--- src/ais_cfg.svh ---
`ifndef AIS_CFG_SVH
`define AIS_CFG_SVH

////////////////////////////////////////////////////////////////////////////////
// Register offsets inside one channel window
`define AIS_OFS_CTRL 5'h00
`define AIS_OFS_LO_IN 5'h04
`define AIS_OFS_HI_IN 5'h08
`define AIS_OFS_LO_RES 5'h0C
`define AIS_OFS_HI_RES 5'h10
`define AIS_OFS_TARGET 5'h14
`define AIS_OFS_RAW 5'h18
// Channel window is 32 bytes, channel index in address bits 7:5
`define AIS_CH_SHIFT 5
`define AIS_CH_IDX_W 3

////////////////////////////////////////////////////////////////////////////////
// Control register fields
`define AIS_CTRL_CLAIM_BIT 0
`define AIS_CTRL_CAP_UP_BIT 1
`define AIS_CTRL_CAP_LO_BIT 2

////////////////////////////////////////////////////////////////////////////////
// Reading scale: hundredths of a percent, 100.00 % full scale
`define AIS_FULL_SCALE 16'h2710

////////////////////////////////////////////////////////////////////////////////
// Reset values
`define AIS_RST_CLAIM 1'b0
`define AIS_RST_LO_IN 16'h0000
`define AIS_RST_HI_IN 16'h2710
`define AIS_RST_LO_RES 32'h00000000
`define AIS_RST_HI_RES 32'h00002710
`define AIS_RST_TARGET 16'h0000
`define AIS_RST_RAW 16'h0000

`endif

--- src/ais_pkg.sv ---
package ais_pkg;

  typedef logic [15:0] ais_pct_t;
  typedef logic [31:0] ais_val_t;
  typedef logic [15:0] ais_tgt_t;

  // Scaling engine sequence
  typedef enum logic [1:0] {AIS_IDLE, AIS_DIV, AIS_OUT} ais_state_t;

  // Per-channel configuration and live reading
  typedef struct packed {
    logic claim;
    ais_pct_t lo_in;
    ais_pct_t hi_in;
    ais_val_t lo_res;
    ais_val_t hi_res;
    ais_tgt_t target;
    ais_pct_t raw;
  } ais_chan_t;

endpackage

--- src/ais_div.sv ---
`timescale 1ns/1ps
`default_nettype none

module ais_div #(
  parameter int NUM_W = 49,
  parameter int DEN_W = 17
) (
  input wire logic pclk, // Bus clock
  input wire logic presetn, // Async reset, low
  input wire logic ce, // Clock enable
  input wire logic start, // Load operands, one cycle
  input wire logic [NUM_W-1:0] num, // Dividend magnitude
  input wire logic [DEN_W-1:0] den, // Divisor magnitude, nonzero
  output logic done, // Quotient valid, one cycle
  output logic [NUM_W-1:0] quo // Quotient, truncated
);

  localparam int CW = $clog2(NUM_W + 1);

  typedef struct packed {
    logic busy;
    logic done;
    logic [CW-1:0] cnt;
    logic [DEN_W-1:0] rem;
    logic [NUM_W-1:0] quo;
    logic [DEN_W-1:0] den;
  } ais_div_st_t;

  ais_div_st_t st;
  ais_div_st_t nx;
  logic [DEN_W:0] trial;

  ////////////////////////////////////////////////////////////////////////////
  // Restoring division, one quotient bit per cycle; slow but no wide divider
  always_comb begin
    nx = st;
    nx.done = 1'b0;
    trial = {st.rem, st.quo[NUM_W-1]};
    if (start) begin
      nx.busy = 1'b1;
      nx.cnt = CW'(NUM_W);
      nx.rem = '0;
      nx.quo = num;
      nx.den = den;
    end else if (st.busy) begin
      nx.quo = {st.quo[NUM_W-2:0], 1'b0};
      if (trial >= {1'b0, st.den}) begin
        nx.rem = DEN_W'(trial - {1'b0, st.den});
        nx.quo[0] = 1'b1;
      end else begin
        nx.rem = DEN_W'(trial);
      end
      nx.cnt = CW'(st.cnt - 1'b1);
      if (st.cnt == CW'(1)) begin
        nx.busy = 1'b0;
        nx.done = 1'b1;
      end
    end
  end

  // State register, frozen while ce is low
  always_ff @(posedge pclk or negedge presetn) begin
    if (!presetn) begin
      st <= '0;
    end else if (ce) begin
      st <= nx;
    end
  end

  assign done = st.done;
  assign quo = st.quo;

endmodule

`default_nettype wire

--- src/ais_top.sv ---
// Operation
// - per-channel claim bit; only claimed channels produce scaled results, others stay free
// - reading taken as percent of full scale, 0 to 100 %, before scaling
// - reading equal to upper input point writes exactly the upper result value, unless both input points are equal (lower result then)
// - reading equal to lower input point writes exactly the lower result value
// - other readings straight-line interpolated through both points, then written out; equal input points give the lower result
// - result target selectable per channel, any writable variable
// - read-only unscaled reading, always 0 to 100 %, writes ignored
// - capture-upper copies the channel's current reading into upper input point
// - capture-lower copies the channel's current reading into lower input point
`timescale 1ns/1ps
`default_nettype none
`include "ais_cfg.svh"

module ais_top #(
  parameter int NCH = 3,
  parameter int ADDR_W = 12,
  localparam int CHW = (NCH > 1) ? $clog2(NCH) : 1
) (
  input wire logic pclk, // Bus clock, 200 MHz
  input wire logic presetn, // Async reset, low
  input wire logic ce, // Clock enable, freezes all state
  input wire logic psel, // APB select
  input wire logic penable, // APB access phase
  input wire logic pwrite, // APB write
  input wire logic [ADDR_W-1:0] paddr, // APB byte address
  input wire logic [31:0] pwdata, // APB write data
  input wire logic [3:0] pstrb, // APB byte strobes
  output logic [31:0] prdata, // APB read data
  output logic pready, // APB ready, no wait states
  output logic pslverr, // APB error, unmapped address
  input wire logic smp_valid, // New reading offered
  input wire logic [CHW-1:0] smp_chan, // Channel of the reading
  input wire logic [15:0] smp_pct, // Reading, 0.01 % units
  output logic smp_ready, // Reading accepted
  output logic res_valid, // Result write offered
  output logic [15:0] res_target, // Variable to be written
  output logic [31:0] res_data, // Scaled value
  input wire logic res_ready, // Variable store takes the write
  output logic [NCH-1:0] chan_claim // Channel owned by this block
);

  localparam ais_pkg::ais_chan_t CH_RST = '{
    claim: `AIS_RST_CLAIM,
    lo_in: `AIS_RST_LO_IN,
    hi_in: `AIS_RST_HI_IN,
    lo_res: `AIS_RST_LO_RES,
    hi_res: `AIS_RST_HI_RES,
    target: `AIS_RST_TARGET,
    raw: `AIS_RST_RAW
  };

  typedef struct packed {
    ais_pkg::ais_chan_t [NCH-1:0] ch;
    ais_pkg::ais_state_t fsm;
    logic [31:0] rdata;
    logic slverr;
    logic neg;
    logic [31:0] base;
    logic [15:0] tgt;
    logic [31:0] res;
  } ais_st_t;

  ais_st_t st;
  ais_st_t nx;

  // Decode and arithmetic helpers
  logic [`AIS_CH_IDX_W-1:0] a_chn;
  logic [4:0] a_ofs;
  logic a_hit;
  logic [CHW-1:0] a_idx;
  logic [CHW-1:0] s_idx;
  logic [15:0] pct;
  logic signed [16:0] diff;
  logic signed [16:0] span_in;
  logic signed [32:0] span_res;
  logic signed [49:0] prod;
  logic [32:0] qfull;
  logic [31:0] q32;
  logic div_start;
  logic [48:0] div_num;
  logic [16:0] div_den;
  logic div_done;
  logic [48:0] div_quo;

  // Merge written bytes into an old word
  function automatic logic [31:0] ais_merge(input logic [31:0] old, input logic [31:0] wd,
                                            input logic [3:0] strb);
    logic [31:0] r;
    r = old;
    for (int b = 0; b < 4; b++) begin
      if (strb[b]) begin
        r[8*b +: 8] = wd[8*b +: 8];
      end
    end
    return r;
  endfunction

  ////////////////////////////////////////////////////////////////////////////
  // Next-state logic: bus slave, reading intake, scaling sequence
  always_comb begin
    nx = st;
    a_chn = paddr[`AIS_CH_SHIFT +: `AIS_CH_IDX_W];
    a_ofs = paddr[`AIS_CH_SHIFT-1:0];
    a_hit = (paddr[ADDR_W-1:`AIS_CH_SHIFT+`AIS_CH_IDX_W] == '0) && (int'(a_chn) < NCH) &&
            (a_ofs[1:0] == 2'b00) && (a_ofs <= `AIS_OFS_RAW);
    a_idx = a_hit ? CHW'(a_chn) : '0;
    s_idx = smp_chan;
    pct = (smp_pct > `AIS_FULL_SCALE) ? `AIS_FULL_SCALE : smp_pct;
    diff = $signed({1'b0, pct}) - $signed({1'b0, st.ch[s_idx].lo_in});
    span_in = $signed({1'b0, st.ch[s_idx].hi_in}) - $signed({1'b0, st.ch[s_idx].lo_in});
    span_res = $signed({st.ch[s_idx].hi_res[31], st.ch[s_idx].hi_res}) -
               $signed({st.ch[s_idx].lo_res[31], st.ch[s_idx].lo_res});
    prod = diff * span_res;
    div_start = 1'b0;
    div_num = prod[49] ? 49'(-prod) : prod[48:0];
    div_den = span_in[16] ? 17'(-span_in) : span_in;
    qfull = {1'b0, div_quo[31:0]};
    q32 = st.neg ? (~qfull[31:0] + 32'h00000001) : qfull[31:0];

    // Read data latched in the setup phase so prdata comes from a flop
    if (psel && !penable) begin
      nx.slverr = !a_hit;
      nx.rdata = '0;
      if (a_hit) begin
        case (a_ofs)
          `AIS_OFS_CTRL: nx.rdata[`AIS_CTRL_CLAIM_BIT] = st.ch[a_idx].claim;
          `AIS_OFS_LO_IN: nx.rdata[15:0] = st.ch[a_idx].lo_in;
          `AIS_OFS_HI_IN: nx.rdata[15:0] = st.ch[a_idx].hi_in;
          `AIS_OFS_LO_RES: nx.rdata = st.ch[a_idx].lo_res;
          `AIS_OFS_HI_RES: nx.rdata = st.ch[a_idx].hi_res;
          `AIS_OFS_TARGET: nx.rdata[15:0] = st.ch[a_idx].target;
          `AIS_OFS_RAW: nx.rdata[15:0] = st.ch[a_idx].raw;
          default: nx.rdata = '0;
        endcase
      end
    end

    // Writes take effect at the access edge; raw reading ignores them
    if (psel && penable && pwrite && a_hit) begin
      case (a_ofs)
        `AIS_OFS_CTRL: begin
          if (pstrb[0]) begin
            nx.ch[a_idx].claim = pwdata[`AIS_CTRL_CLAIM_BIT];
            if (pwdata[`AIS_CTRL_CAP_UP_BIT]) begin
              nx.ch[a_idx].hi_in = st.ch[a_idx].raw;
            end
            if (pwdata[`AIS_CTRL_CAP_LO_BIT]) begin
              nx.ch[a_idx].lo_in = st.ch[a_idx].raw;
            end
          end
        end
        `AIS_OFS_LO_IN: nx.ch[a_idx].lo_in = 16'(ais_merge({16'h0000, st.ch[a_idx].lo_in}, pwdata, pstrb));
        `AIS_OFS_HI_IN: nx.ch[a_idx].hi_in = 16'(ais_merge({16'h0000, st.ch[a_idx].hi_in}, pwdata, pstrb));
        `AIS_OFS_LO_RES: nx.ch[a_idx].lo_res = ais_merge(st.ch[a_idx].lo_res, pwdata, pstrb);
        `AIS_OFS_HI_RES: nx.ch[a_idx].hi_res = ais_merge(st.ch[a_idx].hi_res, pwdata, pstrb);
        `AIS_OFS_TARGET: nx.ch[a_idx].target = 16'(ais_merge({16'h0000, st.ch[a_idx].target}, pwdata, pstrb));
        default: nx.rdata = st.rdata;
      endcase
    end

    // Scaling sequence; operands frozen at intake so later bus writes cannot skew a job
    case (st.fsm)
      ais_pkg::AIS_IDLE: begin
        if (smp_valid && (int'(smp_chan) < NCH)) begin
          nx.ch[s_idx].raw = pct;
          if (st.ch[s_idx].claim) begin
            nx.tgt = st.ch[s_idx].target;
            nx.base = st.ch[s_idx].lo_res;
            nx.neg = prod[49] ^ span_in[16];
            nx.fsm = ais_pkg::AIS_OUT;
            if (span_in == 17'sh00000) begin
              nx.res = st.ch[s_idx].lo_res;
            end else if (pct == st.ch[s_idx].hi_in) begin
              nx.res = st.ch[s_idx].hi_res;
            end else if (pct == st.ch[s_idx].lo_in) begin
              nx.res = st.ch[s_idx].lo_res;
            end else begin
              div_start = 1'b1;
              nx.fsm = ais_pkg::AIS_DIV;
            end
          end
        end
      end
      ais_pkg::AIS_DIV: begin
        if (div_done) begin
          nx.res = st.base + q32;
          nx.fsm = ais_pkg::AIS_OUT;
        end
      end
      ais_pkg::AIS_OUT: begin
        if (res_ready) begin
          nx.fsm = ais_pkg::AIS_IDLE;
        end
      end
      default: nx.fsm = ais_pkg::AIS_IDLE;
    endcase
  end

  ////////////////////////////////////////////////////////////////////////////
  // State register, frozen while ce is low
  always_ff @(posedge pclk or negedge presetn) begin
    if (!presetn) begin
      st <= '0;
      for (int i = 0; i < NCH; i++) begin
        st.ch[i] <= CH_RST;
      end
    end else if (ce) begin
      st <= nx;
    end
  end

  ////////////////////////////////////////////////////////////////////////////
  // Quotient magnitude of reading offset times result span over input span
  ais_div #(
    .NUM_W(49),
    .DEN_W(17)
  ) u_div (
    .pclk(pclk),
    .presetn(presetn),
    .ce(ce),
    .start(div_start),
    .num(div_num),
    .den(div_den),
    .done(div_done),
    .quo(div_quo)
  );

  ////////////////////////////////////////////////////////////////////////////
  // Outputs
  assign prdata = st.rdata;
  assign pready = 1'b1;
  assign pslverr = st.slverr & psel & penable;
  assign smp_ready = (st.fsm == ais_pkg::AIS_IDLE);
  assign res_valid = (st.fsm == ais_pkg::AIS_OUT);
  assign res_target = st.tgt;
  assign res_data = st.res;

  // Claim bits drive ownership out to the input hardware
  for (genvar g = 0; g < NCH; g++) begin : g_claim
    assign chan_claim[g] = st.ch[g].claim;
  end

endmodule

`default_nettype wire

--- config.mk ---
export PLATFORM = sky130hd
export DESIGN_NAME = ais_top
export DESIGN_NICKNAME = d
export VERILOG_FILES = /design/src/ais_pkg.sv /design/src/ais_div.sv /design/src/ais_top.sv
export VERILOG_INCLUDE_DIRS = /design/src /design/src/src
export SDC_FILE = /design/constraint.sdc
export NUM_CORES = 2
export LEC_CHECK = 0
export BUFFER_PORTS_ARGS = -buffer_cell sky130_fd_sc_hd__buf_2
export CAP_MARGIN = 10
export CORE_MARGIN = 4
export CORE_UTILIZATION = 43
export DETAILED_ROUTE_END_ITERATION = 12
export GPL_TIMING_DRIVEN = 0
export PLACE_DENSITY = 0.68
export SLEW_MARGIN = 15
export SYNTH_ARGS = -nofsm -noshare
export SYNTH_HDL_FRONTEND = slang
export SYNTH_SLANG_ARGS = --single-unit
--- constraint.sdc ---
create_clock -name pclk -period 16.2 [get_ports pclk]
set_input_delay 1.62 -clock pclk [delete_from_list [all_inputs] [get_ports pclk]]
set_output_delay 1.62 -clock pclk [all_outputs]
set_load 0.01 [all_outputs]
==> summary.txt <==
First-pass GRT wire length - 402 mm
Worst-Skew Late Latency - 710 ps
Kind of critical path - in2reg
DRC Markers - 0
Clock power share - 0.164
WL per Instance - 29.5 um
PD cells - 160 mW/mm2
Tightest Pin Transition - 1380 ps
Core area - 0.140 mm2
Status - finished clean
Hold Crit Start - res_data[13]
Pre-CTS WS - -2610 ps
Flop2flop setup slack - 2200 ps
Gp weighted congestion - 1.05
Detailed placement HPWL - 218 mm
Cell depth of the worst hold path - 2
Cell Rows - 137
Sw power - 5630 uW
Post-route cell area - 0.0676 mm2
Setup violators final - 0
Worst Setup End Kind - register
Routed wire length - 280 mm
Fin. Hold Viols - 0
Pre-Repair DR Iteration Count - 6
Worst Hold Path EP - res_data[13]
Static Leak - 0.0315 uW
Arr. time, crit path - 16390 ps
Combinational Power Share - 0.695
CP Max Fanout - 19
Worst path required time - 16730 ps
Synth area leader - dfrtp_1
Peak VDD IR - 0.000422 V
Synth Warn # - 0
Top FF cell, synth - dfrtp_1
Routed via count - 60000
Rel. slew slack - 0.0825
Fin crit share - 0.979
Vias in the first global route - 57200
Fraction of layout cells with a size suffix above 1 - 0.0798
Yosys top cell area share - 0.232
Slowest cell on the critical path - buf_1
Initial Util - 0.435
Antenna-violating nets left - 0
Final core occ - 0.482
Max_cap viols - 0
Max Root-Sink Buffers - 3
Hold slack - 477 ps
Setup tns final - 0 ps
Async SR Flop Fraction - 1.00
Overflow after GRT - 0
Register-to-Register Path Depth - 44
Number of I/O port buffers - 152
Cts bufs inserted - 73
Area delta synth->final - 10.8%
Post-Syn Instances - 7286
Die Ht - 384 um
Starting DRT DRC Count - 8546
Die Area - 0.148 mm2
RR Endpoint - u_div.quo[21]
Synthesized cell area - 0.0610 mm2
Slew Limit Fails - 0
Seq/Total Area, Yosys - 0.244
Hold WC Path Type - reg2reg
Number of flops mapped to enable cells by yosys - 0
Vias per inst - 6.31
Io pins - 161
Largest net degree at the start of global routing - 104
RSZ-0062 raised after global routing - no
Cts hold-fix bufs - 0
Flop pwr share - 0.141
Post-route setup slack - 343 ps
Root Buffer - clkbuf_16
Fillers - 13700
Delay-heaviest family, CP - compound AO/OA/AOI/OAI gates
Nets - 8396
Top cells by area, synth - dfrtp_1, fa_1, nand2_1
Worst path bufs/invs - 11
Die X - 384 um
Fmax - 63.1 MHz
Synth cell types - 95
Mapped Avg Cell Area - 8.37 um2
Most frequent CP cell - fa_1
Seq cells post-synth - 594
GRT Util Overall - 0.372
CTS tree - built
Antenna violations before repair - 27
Post-DP Area - 0.0648 mm2
H-tree depth - 3
Worst-path clk slew - 60 ps
Sink Count - 594
Fin crit period - 15860 ps
Worst path max stage delay - 950 ps
CP Launch Type - input pin
Worst Skew - 64.1 ps
Sw frac - 0.519
Pint - 5210 uW
==> worst max path at each step <==
| stage | from | end | slack (ps) | depth (start not counted) |
|---|---|---|---|---|
| final | smp_chan[0] | u_div.quo[21] | 340 | 45 |
| after global routing | smp_chan[0] | u_div.quo[21] | 50 | 48 |
| after CTS | smp_chan[1] | u_div.quo[21] | 10 | 46 |
| after detailed placement | smp_chan[1] | u_div.quo[21] | -2610 | 47 |
| after global placement | smp_chan[1] | u_div.quo[21] | -2490 | 47 |
| after floorplan | smp_chan[0] | u_div.quo[43] | 2630 | 47 |
==> routing by layer <==
| metal | global-route usage | wire length, um |
|---|---|---|
| met5 | 0 | 169 |
| met4 | 0.193 | 17500 |
| met3 | 0.131 | 39900 |
| met2 | 0.514 | 111000 |
| met1 | 0.509 | 111000 |
==> cell families after synthesis <==
logic type / share of synthesized area
buf+inv: 0.0856
simple gates: 0.156
mux: 0.0474
compound gates: 0.208
flops: 0.244
fa+ha+maj: 0.225
xor+xnor: 0.0339
other cells: 0.000123
==> worst min-delay path: stages (launching register included) <==
cell and delay, ps:
dfrtp_1 340, nand2_1 40, o21ai_0 60
==> metrics by stage <==
| stage | cells | total power (uW) |
|---|---|---|
| 2_1_floorplan | 7287 | 6650 |
| 3_3_place_gp | 9315 | 8670 |
| 3_5_place_dp | 9353 | 8840 |
| 4_1_cts | 9481 | 10600 |
| 5_1_grt | 9483 | 11600 |
| 6_report | 9496 | 10800 |
==> cells in the final DEF, fill, tap and decap left out, types with 27 or more instances in the layout <==
master	Yosys	routed
nand2_1	1003	1003
inv_1	754	754
o21ai_0	692	690
dfrtp_1	564	564
fa_1	540	540
a21oi_1	417	412
nor2_1	404	404
clkbuf_1	395	387
mux2i_1	247	247
ha_1	230	230
buf_2	13	171
a22oi_1	165	165
a22o_1	145	145
xnor2_1	165	143
and2_1	127	127
nand3_1	101	101
buf_4	86	98
and3_1	94	94
o22ai_1	91	91
nor2b_1	87	87
nor3_1	81	80
a21o_1	73	73
clkbuf_16	0	73
xor2_1	71	66
nand2b_1	61	61
a31oi_1	42	42
o211ai_1	42	42
mux2_2	37	37
o21a_1	35	35
buf_1	45	34
dfstp_2	30	30
o31ai_1	27	27
==> synthesized netlist by cell type (45+ instances only) <==
master / instances
xnor2_1: 165
nand2_1: 1003
nand2b_1: 61
o22ai_1: 91
and2_1: 127
a22oi_1: 165
mux2i_1: 247
ha_1: 230
dfrtp_1: 564
inv_1: 754
xor2_1: 71
nor3_1: 81
a21o_1: 73
buf_1: 45
buf_4: 86
nand3_1: 101
a21oi_1: 417
fa_1: 540
o21ai_0: 692
and3_1: 94
clkbuf_1: 395
nor2b_1: 87
a22o_1: 145
nor2_1: 404
==> power groups by stage <==
| stage | registers [uW] | logic (uW) | clock network (uW) |
|---|---|---|---|
| 5_1_grt | 1530 | 8190 | 1840 |
| 3_5_place_dp | 1550 | 7280 | 0 |
| 4_1_cts | 1530 | 7330 | 1770 |
| 3_3_place_gp | 1550 | 7120 | 0 |
| 2_1_floorplan | 1530 | 5120 | 0 |
| 6_report | 1530 | 7530 | 1770 |
==> area by class of cell <==
class	count	area, um2	area share
sequential	594	14900	0.221
antenna	13	32.5	0.000482
clock buffer	96	2030	0.0301
buffer	537	2410	0.0357
timing repair buffer	193	1300	0.0192
inverter	757	2840	0.0421
multi-input combinational	5396	41200	0.610
tap	1876	2350	0.0347
clock inverter	34	499	0.00739
==> timing repair <==
| action | CTS | global route |
|---|---|---|
| gates resized for setup | 20 | 26 |
| hold endpoints to repair | 0 | 0 |
| pin swaps | 0 | 1 |
| setup buffers | 0 | 3 |
| endpoints found under the setup margin | 49 | 49 |
Note: power is estimated with default switching activity, not from simulation.
